$ cat src/design/oss_pkg.sv
// Constants, register map and field layout for the oscillator and system clock select block.
// Assumes a single 100 MHz clock; all slower rates appear as one-cycle enable pulses.
// Functional notes
// - Three sources exist: a fast internal RC, a slow internal RC near 32kHz and a 32.768kHz crystal.
// - The fast RC runs at 8MHz, 12MHz or 16MHz as fixed by a configuration strap.
// - A configuration strap, not a register, picks slow RC or crystal as the slow clock.
// - The high/low select bit and three-bit divider field pick the system clock at run time.
// - One fast and one slow oscillator are always selected; no setting leaves either without one.
// - A strap gives the two crystal pins to the crystal or to general I/O when the crystal is unused.
// - A strap chooses integrated or external load resistor and capacitors for the crystal.
// - The crystal mode bit selects quick start when 0 and low power when 1.
// - At power-on the crystal mode bit is cleared so the crystal starts in quick-start mode.
// - The crystal runs in either mode; low power only lowers current and lengthens start-up.
// - At power-up the crystal counts as not ready until its start-up delay has elapsed.
// - On sleep or idle the processor clock stops while an independent clock keeps timers running.
// - The selected slow oscillator also clocks the watchdog timer and the time base logic.
package oss_pkg;
	localparam int unsigned CLK_HZ = 100000000;
	localparam int unsigned CYC_PER_US = CLK_HZ / 1000000;
	localparam int ADDR_W = 8;
	localparam int DATA_W = 32;
	localparam int ACC_W = 32;
	localparam int CNT_W = 32;

	// Register byte offsets
	localparam logic [ADDR_W-1:0] SYS_MODE_OFS = 8'h00;
	localparam logic [ADDR_W-1:0] TIME_BASE_OFS = 8'h04;
	localparam logic [ADDR_W-1:0] CONFIG_OFS = 8'h08;

	// system_mode_reg fields
	localparam int DIV_SEL_LSB = 5;
	localparam int DIV_SEL_W = 3;
	localparam int SLOW_RDY_BIT = 3;
	localparam int FAST_RDY_BIT = 2;
	localparam int IDLE_EN_BIT = 1;
	localparam int HL_SEL_BIT = 0;
	localparam logic [DIV_SEL_W-1:0] DIV_SEL_RST = 3'h0;
	localparam logic IDLE_EN_RST = 1'b1;
	localparam logic HL_SEL_RST = 1'b1;

	// time_base_control_reg fields
	localparam int XTAL_LP_BIT = 0;
	localparam logic XTAL_LP_RST = 1'b0;

	// Read-only configuration view
	localparam int CFG_FREQ_LSB = 0;
	localparam int CFG_SLOW_XTAL_BIT = 2;
	localparam int CFG_PINS_XTAL_BIT = 3;
	localparam int CFG_INT_LOAD_BIT = 4;

	// Fast RC frequency codes
	typedef enum logic [1:0] {
		FREQ_8M,
		FREQ_12M,
		FREQ_16M,
		FREQ_RSVD
	} oss_freq_t;

	// Source rates
	localparam longint unsigned FAST_8_HZ = 8000000;
	localparam longint unsigned FAST_12_HZ = 12000000;
	localparam longint unsigned FAST_16_HZ = 16000000;
	localparam longint unsigned SLOW_RC_HZ = 32000;

	// Phase accumulator steps: rate * 2^32 / clock rate
	localparam logic [ACC_W-1:0] STEP_8M = ACC_W'((FAST_8_HZ << ACC_W) / CLK_HZ);
	localparam logic [ACC_W-1:0] STEP_12M = ACC_W'((FAST_12_HZ << ACC_W) / CLK_HZ);
	localparam logic [ACC_W-1:0] STEP_16M = ACC_W'((FAST_16_HZ << ACC_W) / CLK_HZ);
	localparam logic [ACC_W-1:0] STEP_SLOW_RC = ACC_W'((SLOW_RC_HZ << ACC_W) / CLK_HZ);

	// Start-up times and derived counts
	localparam int unsigned FAST_START_US = 16;
	localparam logic [CNT_W-1:0] FAST_START_CYC = CNT_W'(FAST_START_US * CYC_PER_US);
	localparam int unsigned SLOW_RC_START_US = 100;
	localparam int unsigned XTAL_QS_START_US = 1000000;
	localparam int unsigned XTAL_LP_START_US = 2000000;

	// Divider codes
	localparam logic [DIV_SEL_W-1:0] DIV_SLOW_MAX = 3'h1;
	localparam int DIV_SHIFT_BASE = 8;
	localparam int DIV_CNT_W = 7;

	// AXI responses
	localparam logic [1:0] RESP_OKAY = 2'h0;
	localparam logic [1:0] RESP_SLVERR = 2'h2;
endpackage

$ cat src/design/oss_rate_gen.sv
// Phase accumulator that turns a step value into one-cycle tick pulses.
// Assumes step is held steady while run is high; ticks come from a register.
`timescale 1ns/1ps
module oss_rate_gen (
	// Clock and reset
	input wire logic clk,
	input wire logic rst_b,
	// Control
	input wire logic run,
	input wire logic [oss_pkg::ACC_W-1:0] step,
	// Tick out
	output logic tick
);
	import oss_pkg::*;

	logic [ACC_W-1:0] acc_q;
	logic [ACC_W:0] sum;

	assign sum = {1'b0, acc_q} + {1'b0, step};

	always_ff @(posedge clk) begin
		if (!rst_b || !run) begin
			acc_q <= '0;
			tick <= 1'b0;
		end else begin
			acc_q <= sum[ACC_W-1:0];
			tick <= sum[ACC_W];
		end
	end
endmodule

$ cat src/design/oss_clock_select.sv
// Oscillator sources, system clock selection and AXI4-Lite register access.
// Assumes an AXI4-Lite master on clk and pad logic that resolves crystal pin enables.
//
// Implementation choices: the AXI4-Lite interface to the registers and the register offsets.
`timescale 1ns/1ps
module oss_clock_select #(
	parameter int unsigned SLOW_RC_START_CYC = oss_pkg::SLOW_RC_START_US * oss_pkg::CYC_PER_US,
	parameter int unsigned XTAL_QS_START_CYC = oss_pkg::XTAL_QS_START_US * oss_pkg::CYC_PER_US,
	parameter int unsigned XTAL_LP_START_CYC = oss_pkg::XTAL_LP_START_US * oss_pkg::CYC_PER_US
) (
	// Clock and reset
	input wire logic clk,
	input wire logic rst_b,
	// AXI4-Lite write
	input wire logic awvalid,
	output logic awready,
	input wire logic [oss_pkg::ADDR_W-1:0] awaddr,
	input wire logic wvalid,
	output logic wready,
	input wire logic [oss_pkg::DATA_W-1:0] wdata,
	input wire logic [3:0] wstrb,
	output logic bvalid,
	input wire logic bready,
	output logic [1:0] bresp,
	// AXI4-Lite read
	input wire logic arvalid,
	output logic arready,
	input wire logic [oss_pkg::ADDR_W-1:0] araddr,
	output logic rvalid,
	input wire logic rready,
	output logic [oss_pkg::DATA_W-1:0] rdata,
	output logic [1:0] rresp,
	// Configuration straps
	input wire logic [1:0] cfgFastFreq,
	input wire logic cfgSlowXtal,
	input wire logic cfgPinsXtal,
	input wire logic cfgIntLoad,
	// Processor state
	input wire logic cpuHalt,
	// Crystal pins
	input wire logic crystalPinAIn,
	output logic crystalPinAOut,
	output logic crystalPinAOe,
	input wire logic crystalPinBIn,
	output logic crystalPinBOut,
	output logic crystalPinBOe,
	// Shared I/O side
	input wire logic [1:0] gpioOut,
	input wire logic [1:0] gpioOe,
	output logic [1:0] gpioIn,
	// Crystal analog controls
	output logic xtalEnable,
	output logic xtalLowPower,
	output logic xtalIntLoad,
	// Clock enables
	output logic cpuClkEn,
	output logic periphClkEn,
	output logic wdtClkEn,
	output logic tbClkEn
);
	import oss_pkg::*;

	function automatic logic [ACC_W-1:0] fastStepOf(input logic [1:0] code);
		case (code)
			FREQ_12M: fastStepOf = STEP_12M;
			FREQ_16M: fastStepOf = STEP_16M;
			default: fastStepOf = STEP_8M;
		endcase
	endfunction

	function automatic logic [DIV_CNT_W-1:0] divRatioOf(input logic [DIV_SEL_W-1:0] sel);
		logic [DIV_CNT_W:0] one;
		one = (DIV_CNT_W+1)'(1);
		divRatioOf = DIV_CNT_W'(one << (DIV_SHIFT_BASE - int'(sel)));
	endfunction

	function automatic logic isSlowSel(input logic hl, input logic [DIV_SEL_W-1:0] sel);
		isSlowSel = !hl && (sel <= DIV_SLOW_MAX);
	endfunction

	////////////////////////////////////////////////////////////////////////////////////////
	// Straps caught while reset is held

	logic [1:0] freq_q;
	logic slowXtal_q, pinsXtal_q, intLoad_q;
	logic [ACC_W-1:0] fastStep;

	always_ff @(posedge clk) begin
		if (!rst_b) begin
			freq_q <= cfgFastFreq;
			slowXtal_q <= cfgSlowXtal;
			pinsXtal_q <= cfgPinsXtal || cfgSlowXtal;
			intLoad_q <= cfgIntLoad;
		end
	end

	assign fastStep = fastStepOf(freq_q);
	assign xtalEnable = slowXtal_q;
	assign xtalIntLoad = intLoad_q;

	////////////////////////////////////////////////////////////////////////////////////////
	// Pin synchronisers

	logic [2:0] syncA_q, syncB_q;
	logic pinA_q, pinB_q, pinAPrev_q, xtalTick;

	always_ff @(posedge clk) begin
		if (!rst_b) begin
			syncA_q <= '0;
			syncB_q <= '0;
			pinA_q <= 1'b0;
			pinB_q <= 1'b0;
			pinAPrev_q <= 1'b0;
		end else begin
			syncA_q <= {syncA_q[1:0], crystalPinAIn};
			syncB_q <= {syncB_q[1:0], crystalPinBIn};
			if (syncA_q[1] == syncA_q[2])
				pinA_q <= syncA_q[2];
			if (syncB_q[1] == syncB_q[2])
				pinB_q <= syncB_q[2];
			pinAPrev_q <= pinA_q;
		end
	end

	assign xtalTick = slowXtal_q && pinA_q && !pinAPrev_q;
	assign gpioIn = {pinB_q, pinA_q};
	assign crystalPinAOe = !pinsXtal_q && gpioOe[0];
	assign crystalPinBOe = !pinsXtal_q && gpioOe[1];
	assign crystalPinAOut = !pinsXtal_q && gpioOut[0];
	assign crystalPinBOut = !pinsXtal_q && gpioOut[1];

	////////////////////////////////////////////////////////////////////////////////////////
	// Registers and AXI4-Lite slave

	logic hlSel_q, idleEn_q, xtalLp_q;
	logic [DIV_SEL_W-1:0] divSel_q;
	logic awHeld_q, wHeld_q;
	logic [ADDR_W-1:0] wAddr_q;
	logic [DATA_W-1:0] wData_q;
	logic [3:0] wStrb_q;
	logic wrGo, fastReady_q, slowReady_q;
	logic [DATA_W-1:0] sysModeVal, timeBaseVal, configVal;

	assign awready = !awHeld_q && !bvalid;
	assign wready = !wHeld_q && !bvalid;
	assign arready = !rvalid;
	assign wrGo = awHeld_q && wHeld_q && !bvalid;

	assign sysModeVal = DATA_W'({divSel_q, 1'b0, slowReady_q, fastReady_q, idleEn_q, hlSel_q});
	assign timeBaseVal = DATA_W'(xtalLp_q);
	assign configVal = DATA_W'({intLoad_q, pinsXtal_q, slowXtal_q, freq_q});

	always_ff @(posedge clk) begin
		if (!rst_b) begin
			awHeld_q <= 1'b0;
			wHeld_q <= 1'b0;
			wAddr_q <= '0;
			wData_q <= '0;
			wStrb_q <= '0;
			bvalid <= 1'b0;
			bresp <= RESP_OKAY;
		end else begin
			if (awvalid && awready) begin
				awHeld_q <= 1'b1;
				wAddr_q <= awaddr;
			end
			if (wvalid && wready) begin
				wHeld_q <= 1'b1;
				wData_q <= wdata;
				wStrb_q <= wstrb;
			end
			if (wrGo) begin
				awHeld_q <= 1'b0;
				wHeld_q <= 1'b0;
				bvalid <= 1'b1;
				bresp <= (wAddr_q == SYS_MODE_OFS || wAddr_q == TIME_BASE_OFS ||
					wAddr_q == CONFIG_OFS) ? RESP_OKAY : RESP_SLVERR;
			end else if (bvalid && bready) begin
				bvalid <= 1'b0;
			end
		end
	end

	always_ff @(posedge clk) begin
		if (!rst_b) begin
			hlSel_q <= HL_SEL_RST;
			divSel_q <= DIV_SEL_RST;
			idleEn_q <= IDLE_EN_RST;
		end else if (wrGo && wAddr_q == SYS_MODE_OFS && wStrb_q[0]) begin
			hlSel_q <= wData_q[HL_SEL_BIT];
			divSel_q <= wData_q[DIV_SEL_LSB +: DIV_SEL_W];
			idleEn_q <= wData_q[IDLE_EN_BIT];
		end
	end

	always_ff @(posedge clk) begin
		if (!rst_b)
			xtalLp_q <= XTAL_LP_RST;
		else if (wrGo && wAddr_q == TIME_BASE_OFS && wStrb_q[0])
			xtalLp_q <= wData_q[XTAL_LP_BIT];
	end

	assign xtalLowPower = xtalLp_q;

	always_ff @(posedge clk) begin
		if (!rst_b) begin
			rvalid <= 1'b0;
			rdata <= '0;
			rresp <= RESP_OKAY;
		end else if (arvalid && arready) begin
			rvalid <= 1'b1;
			rresp <= RESP_OKAY;
			case (araddr)
				SYS_MODE_OFS: rdata <= sysModeVal;
				TIME_BASE_OFS: rdata <= timeBaseVal;
				CONFIG_OFS: rdata <= configVal;
				default: begin
					rdata <= '0;
					rresp <= RESP_SLVERR;
				end
			endcase
		end else if (rvalid && rready) begin
			rvalid <= 1'b0;
		end
	end

	////////////////////////////////////////////////////////////////////////////////////////
	// Oscillators and start-up tracking

	logic appliedHl_q;
	logic [DIV_SEL_W-1:0] appliedDiv_q;
	logic fastRun, fastTick, slowRcTick, slowTick;
	logic [CNT_W-1:0] fastCnt_q, slowCnt_q, slowTarget;

	// Fast RC stops while the slow clock drives the system and no switch back is pending
	assign fastRun = !isSlowSel(appliedHl_q, appliedDiv_q) || !isSlowSel(hlSel_q, divSel_q);

	oss_rate_gen uFastRc (
		.clk(clk),
		.rst_b(rst_b),
		.run(fastRun),
		.step(fastStep),
		.tick(fastTick)
	);

	oss_rate_gen uSlowRc (
		.clk(clk),
		.rst_b(rst_b),
		.run(!slowXtal_q),
		.step(STEP_SLOW_RC),
		.tick(slowRcTick)
	);

	assign slowTick = (slowXtal_q ? xtalTick : slowRcTick) && slowReady_q;

	always_ff @(posedge clk) begin
		if (!rst_b || !fastRun) begin
			fastCnt_q <= '0;
			fastReady_q <= 1'b0;
		end else if (fastCnt_q >= FAST_START_CYC) begin
			fastReady_q <= 1'b1;
		end else begin
			fastCnt_q <= fastCnt_q + CNT_W'(1);
		end
	end

	// Crystal start-up is longer in low-power mode
	assign slowTarget = !slowXtal_q ? CNT_W'(SLOW_RC_START_CYC) :
		xtalLp_q ? CNT_W'(XTAL_LP_START_CYC) : CNT_W'(XTAL_QS_START_CYC);

	always_ff @(posedge clk) begin
		if (!rst_b) begin
			slowCnt_q <= '0;
			slowReady_q <= 1'b0;
		end else if (slowCnt_q >= slowTarget) begin
			slowReady_q <= 1'b1;
		end else begin
			slowCnt_q <= slowCnt_q + CNT_W'(1);
		end
	end

	////////////////////////////////////////////////////////////////////////////////////////
	// System clock selection and division

	logic [DIV_CNT_W-1:0] divCnt_q;
	logic appliedSlow, srcTick, sysTick, canSwitch;

	assign appliedSlow = isSlowSel(appliedHl_q, appliedDiv_q);
	assign srcTick = appliedSlow ? slowTick : (fastTick && fastReady_q);
	assign sysTick = srcTick && (appliedSlow || appliedHl_q ||
		divCnt_q == divRatioOf(appliedDiv_q) - DIV_CNT_W'(1));

	// Switch on a period boundary or while the applied fast source is not ready, and only onto a ready fast source
	assign canSwitch = (sysTick || (!appliedSlow && !fastReady_q)) &&
		(isSlowSel(hlSel_q, divSel_q) || fastReady_q);

	always_ff @(posedge clk) begin
		if (!rst_b) begin
			appliedHl_q <= HL_SEL_RST;
			appliedDiv_q <= DIV_SEL_RST;
		end else if (canSwitch) begin
			appliedHl_q <= hlSel_q;
			appliedDiv_q <= divSel_q;
		end
	end

	always_ff @(posedge clk) begin
		if (!rst_b || canSwitch || sysTick)
			divCnt_q <= '0;
		else if (srcTick)
			divCnt_q <= divCnt_q + DIV_CNT_W'(1);
	end

	assign cpuClkEn = sysTick && !cpuHalt;
	assign periphClkEn = sysTick && (!cpuHalt || idleEn_q);
	assign wdtClkEn = slowTick;
	assign tbClkEn = slowTick;

	////////////////////////////////////////////////////////////////////////////////////////
	// Assertions

	property p_lp_reset;
		@(posedge clk) !rst_b |=> !xtalLowPower;
	endproperty
	a_lp_reset: assert property (p_lp_reset) else $error("crystal mode not quick start after reset");

	property p_lp_write;
		@(posedge clk) disable iff (!rst_b)
		(wrGo && wAddr_q == TIME_BASE_OFS && wStrb_q[0]) |=>
		(xtalLowPower == $past(wData_q[XTAL_LP_BIT]));
	endproperty
	a_lp_write: assert property (p_lp_write) else $error("crystal mode bit not written");

	property p_slow_not_ready;
		@(posedge clk) disable iff (!rst_b) $rose(rst_b) |-> !slowReady_q [*8];
	endproperty
	a_slow_not_ready: assert property (p_slow_not_ready) else $error("slow source ready too early");

	property p_halt_stops_cpu;
		@(posedge clk) disable iff (!rst_b) cpuHalt |-> !cpuClkEn;
	endproperty
	a_halt_stops_cpu: assert property (p_halt_stops_cpu) else $error("cpu clock during halt");

	property p_slow_feeds_timers;
		@(posedge clk) disable iff (!rst_b)
		(slowReady_q && (slowXtal_q ? xtalTick : slowRcTick)) |-> (wdtClkEn && tbClkEn);
	endproperty
	a_slow_feeds_timers: assert property (p_slow_feeds_timers) else $error("timer tick lost");

	property p_switch_on_boundary;
		@(posedge clk) disable iff (!rst_b)
		($changed(appliedHl_q) || $changed(appliedDiv_q)) |->
		($past(sysTick) || !$past(fastReady_q));
	endproperty
	a_switch_on_boundary: assert property (p_switch_on_boundary) else $error("mid-period switch");

	property p_fast_undivided;
		@(posedge clk) disable iff (!rst_b)
		(appliedHl_q && fastTick && fastReady_q) |-> sysTick;
	endproperty
	a_fast_undivided: assert property (p_fast_undivided) else $error("fast tick not passed");

	property p_fast_step;
		@(posedge clk) disable iff (!rst_b)
		fastStep == (freq_q == FREQ_12M ? STEP_12M : freq_q == FREQ_16M ? STEP_16M : STEP_8M);
	endproperty
	a_fast_step: assert property (p_fast_step) else $error("fast rate wrong for strap");

	property p_xtal_pins_free;
		@(posedge clk) disable iff (!rst_b) pinsXtal_q |-> !crystalPinAOe && !crystalPinBOe;
	endproperty
	a_xtal_pins_free: assert property (p_xtal_pins_free) else $error("crystal pin driven");

	property p_xtal_pins_forced;
		@(posedge clk) disable iff (!rst_b) slowXtal_q |-> pinsXtal_q;
	endproperty
	a_xtal_pins_forced: assert property (p_xtal_pins_forced) else $error("crystal source lacks pins");
endmodule

$ cat config.mk
export PLATFORM = sky130hd
export DESIGN_NAME = oss_clock_select
export DESIGN_NICKNAME = d
export VERILOG_FILES = /design/src/design/oss_pkg.sv /design/src/design/oss_rate_gen.sv /design/src/design/oss_clock_select.sv
export SDC_FILE = /design/constraint.sdc
export NUM_CORES = 1
export LEC_CHECK = 0
export ABC_AREA = 1
export ABC_CLOCK_PERIOD_IN_PS = 2500
export BUFFER_PORTS_ARGS = -buffer_cell sky130_fd_sc_hd__buf_4
export CORE_ASPECT_RATIO = 0.75
export CORE_MARGIN = 4
export CORE_UTILIZATION = 53
export DETAILED_ROUTE_END_ITERATION = 6
export PLACE_DENSITY = 0.76
export SYNTH_ARGS = -nofsm -noshare
export SYNTH_HDL_FRONTEND = slang
export SYNTH_SLANG_ARGS = --single-unit
$ cat constraint.sdc
create_clock -name clk -period 2.5 [get_ports clk]
set_clock_uncertainty 0.2 [all_clocks]
set_input_delay 0.25 -clock clk [delete_from_list [all_inputs] [get_ports clk]]
set_output_delay 0.25 -clock clk [all_outputs]
set_load 0.01 [all_outputs]
==> flow_metrics.env <==
export IMPL_port_buffers=68
export IMPL_cts_max_level=4
export IMPL_ys_seq_area_share_pct=36.2
export IMPL_post_place_ws_ns=-0.206
export IMPL_synth_edff_count=5
export IMPL_route_met2_wl_um=14700
export IMPL_initial_utilization_pct=54.6
export IMPL_numCtsBuffers=17
export IMPL_wl_met3_um=3220
export IMPL_yosysWarnings=0
export IMPL_antenna_found_initial=0
export IMPL_syn_avg_cell_area_sq_um=6.86
export IMPL_hold_viol_final=0
export IMPL_synth_cells=1560
export IMPL_synthDistinctLibCells=53
export IMPL_netlist_area_sq_um=10700
export IMPL_cp_required_ns=2.64
export IMPL_hold_class="primary input to register"
export IMPL_worst_pin_slew_ns=0.579
export IMPL_critPathMaxStageDelay_ns=0.50
export IMPL_root_buffer="clkbuf_16"
export IMPL_topRoutingLayerUsed="met4"
export IMPL_relSlewSlack_pct=61.1
export IMPL_cp_slowest_cell="edfxtp_1"
export IMPL_rsz0062_at_grt="true"
export IMPL_period_share_pct=110
export IMPL_wl_per_cell_um=16.2
export IMPL_clock_latency_ns=0.45
export IMPL_fp_dieH_um=131
export IMPL_r2r_start="xtalEnable"
export IMPL_synth_area_top_cells="dfxtp_1, nand2_1, inv_1, a21oi_1, nor2_1"
export IMPL_grt_overflow=0
export IMPL_antenna_cells=0
export IMPL_ios=125
export IMPL_core_area_sq_um=19600
export IMPL_synth_seq_cells=191
export IMPL_p_per_area_nw_per_um2=707
export IMPL_async_reset_ff_share_pct=0
export IMPL_die_x_um=172
export IMPL_cts_tree="built"
export IMPL_via_per_inst=5.64
export IMPL_final_antenna_net_count=0
export IMPL_clock_path_buffers=2
export IMPL_wl_met1_um=13800
export IMPL_max_cap_viol_count=0
export IMPL_finalNetCount=1882
export IMPL_synth_ff_type="dfxtp_1"
export IMPL_cp_common_cell="nor2_4"
export IMPL_grt_usage_pct=25.2
export IMPL_maxSlewViolCount=0
export IMPL_endpoint_kind="register"
export IMPL_worstPathMaxFanout=6
export IMPL_synth_top_cell_area_share_pct=34.8
export IMPL_cp_startpoint="xtalEnable"
export IMPL_grt_pass1_wl_um=46500
export IMPL_crit_buf_inv=5
export IMPL_setup_viol=54
export IMPL_violations="design-rule violations, negative setup slack"
export IMPL_cp_top_family="simple AND/OR/NAND/NOR gates"
export IMPL_crit_type="register to register"
export IMPL_yosysTopAreaCell="dfxtp_1"
export IMPL_grt_pass1_vias=9916
export IMPL_routed_wl_um=32800
export IMPL_status="finished, violations left"
export IMPL_cp_cell_sequence="inv_2, nor2_4, inv_2, ha_4, nand2_4, nor3_4, nand4_1, buf_4, a21oi_4, nor2_4, nand2_8, buf_12, inv_8, nor2_4, nor2_2"
export IMPL_drt_iter0_drc=1393
export IMPL_num_rows=44
export IMPL_area_growth_pct=35.5
export IMPL_grt_max_degree=59
export IMPL_dieArea_sq_um=22500
export IMPL_worst_ir_drop_vdd_v=0.000416
export IMPL_p_leak_nw=6.52
export IMPL_cts_sinks=191
export IMPL_hpwl_um=20300
export IMPL_whs_ns=0.0176
export IMPL_path_clk_slew_ns=0.07
export IMPL_num_vias=11400
export IMPL_worstSetupStartpointType="register"
export IMPL_drive_gt1_share_pct=27.2
export IMPL_gp_congestion=0.993
export IMPL_worst_slack_ns=-0.246
export IMPL_fin_crit_ns=2.75
export IMPL_arrival_ns=2.88
export IMPL_hold_start="araddr[2]"
export IMPL_first_pass_iters=7
export IMPL_drc=2
export IMPL_fmax_mhz=364
==> cells in the final DEF, fill, tap and decap left out, types with 36 or more instances in the layout <==
cell,count
nand2_1,262
inv_1,191
dfxtp_1,184
nor2_1,169
buf_4,162
nand3_1,95
a21oi_1,94
o21ai_0,53
a21oi_2,49
nand2_4,36
==> layout make-up <==
cell class | count | area [sq um]
clock buffers | 18 | 439
clock inverters | 14 | 126
fillers | 1356 | 5110
inverters | 222 | 852
multi-input cells | 1112 | 7010
flip-flops and latches | 191 | 3880
well taps | 253 | 317
repair buffers | 217 | 1870
==> sequential cells by signal (all words and copies together) (netlist names), 2 cells and up <==
register,count
fastCnt_q,32
wData_q,5
freq_q,2
wAddr_q,8
divSel_q,3
rdata,8
uSlowRc.acc_q,32
syncB_q,3
syncA_q,3
slowCnt_q,32
divCnt_q,7
uFastRc.acc_q,32
appliedDiv_q,3
==> layer usage <==
| layer | global-route usage, % | up-vias |
|---|---|---|
| met5 | 0 | - |
| met1 | 35.9 | 5225 |
| met2 | 39.4 | 649 |
| met4 | 7.67 | 0 |
| met3 | 4.27 | 131 |
| li1 | - | 5426 |
==> metrics by stage <==
stage / TNS [ns] / cells / cell area, sq um / util, % / power, W
2_1_floorplan: 0 / 1585 / 10800 / - / 0.00521
3_3_place_gp: -0.691 / 1926 / 11900 / 60.6 / 0.00610
3_5_place_dp: -2.04 / 1926 / 11900 / 60.6 / 0.00616
4_1_cts: -0.267 / 2004 / 13300 / 67.9 / 0.00929
5_1_grt: -13.83 / 2027 / 14500 / 73.9 / 0.0107
6_report: -8.54 / 2027 / 14500 / 73.9 / 0.0102
==> path summary, 6_finish.rpt <==
| path | to | slack (ns) | depth (start not counted) |
|---|---|---|---|
| worst max-delay path | slowCnt_q[0] | -0.25 | 15 |
| worst min register to register | syncA_q[1] | 0.21 | 2 |
| worst min-delay path | rresp[1] | 0.02 | 5 |
| worst max register to register | slowCnt_q[0] | -0.25 | 15 |
==> power breakdown <==
part	internal (W)	switching, W	total [W]	leakage (nW)
Combinational	0.00173	0.00226	0.00399	4.69
Sequential	0.00332	0.000297	0.00361	1.57
Clock	0.00134	0.00130	0.00264	0.268
==> synth_stat cells (4+ instances only) <==
| cell | n |
|---|---|
| a21oi_1 | 149 |
| a31oi_1 | 5 |
| buf_2 | 14 |
| buf_4 | 32 |
| clkbuf_1 | 11 |
| dfxtp_1 | 186 |
| edfxtp_1 | 5 |
| ha_1 | 50 |
| inv_1 | 216 |
| inv_2 | 6 |
| nand2_1 | 319 |
| nand2_2 | 4 |
| nand3_1 | 103 |
| nand4_1 | 28 |
| nor2_1 | 193 |
| nor3_1 | 35 |
| nor3_2 | 4 |
| nor4_1 | 8 |
| o211ai_1 | 5 |
| o21a_1 | 6 |
| o21ai_0 | 70 |
| o21ai_1 | 5 |
| o21bai_1 | 5 |
| or2_2 | 9 |
| xnor2_1 | 18 |
| xor2_1 | 29 |
==> logic make-up after synthesis <==
logic type | Yosys count | synth area share [%]
AND/OR/NAND/NOR | 720 | 29.0
buffers and inverters | 282 | 11.3
AO/OA/AOI/OAI | 267 | 13.6
flip-flops | 191 | 36.2
adder cells (fa/ha/maj) | 50 | 5.85
XOR/XNOR | 47 | 3.85
other | 2 | 0.0702
multiplexers | 1 | 0.0936
==> worst register-to-register path, stage by stage (launching register included) <==
cell and delay, ns:
edfxtp_1 0.50, inv_2 0.11, nor2_4 0.13, inv_2 0.06
ha_4 0.28, nand2_4 0.06, nor3_4 0.16, nand4_1 0.19
buf_4 0.21, a21oi_4 0.15, nor2_4 0.09, nand2_8 0.13
buf_12 0.16, inv_8 0.05, nor2_4 0.09, nor2_2 0.05
==> repair_timing <==
item,CTS,global route
hold endpoints to repair,34,0
setup endpoints to repair,51,59
resized for setup,97,251
gates cloned,0,4
pin swaps,21,77
hold buffers,31,0
setup buffers,15,24
(Power assumes the default switching activity.)
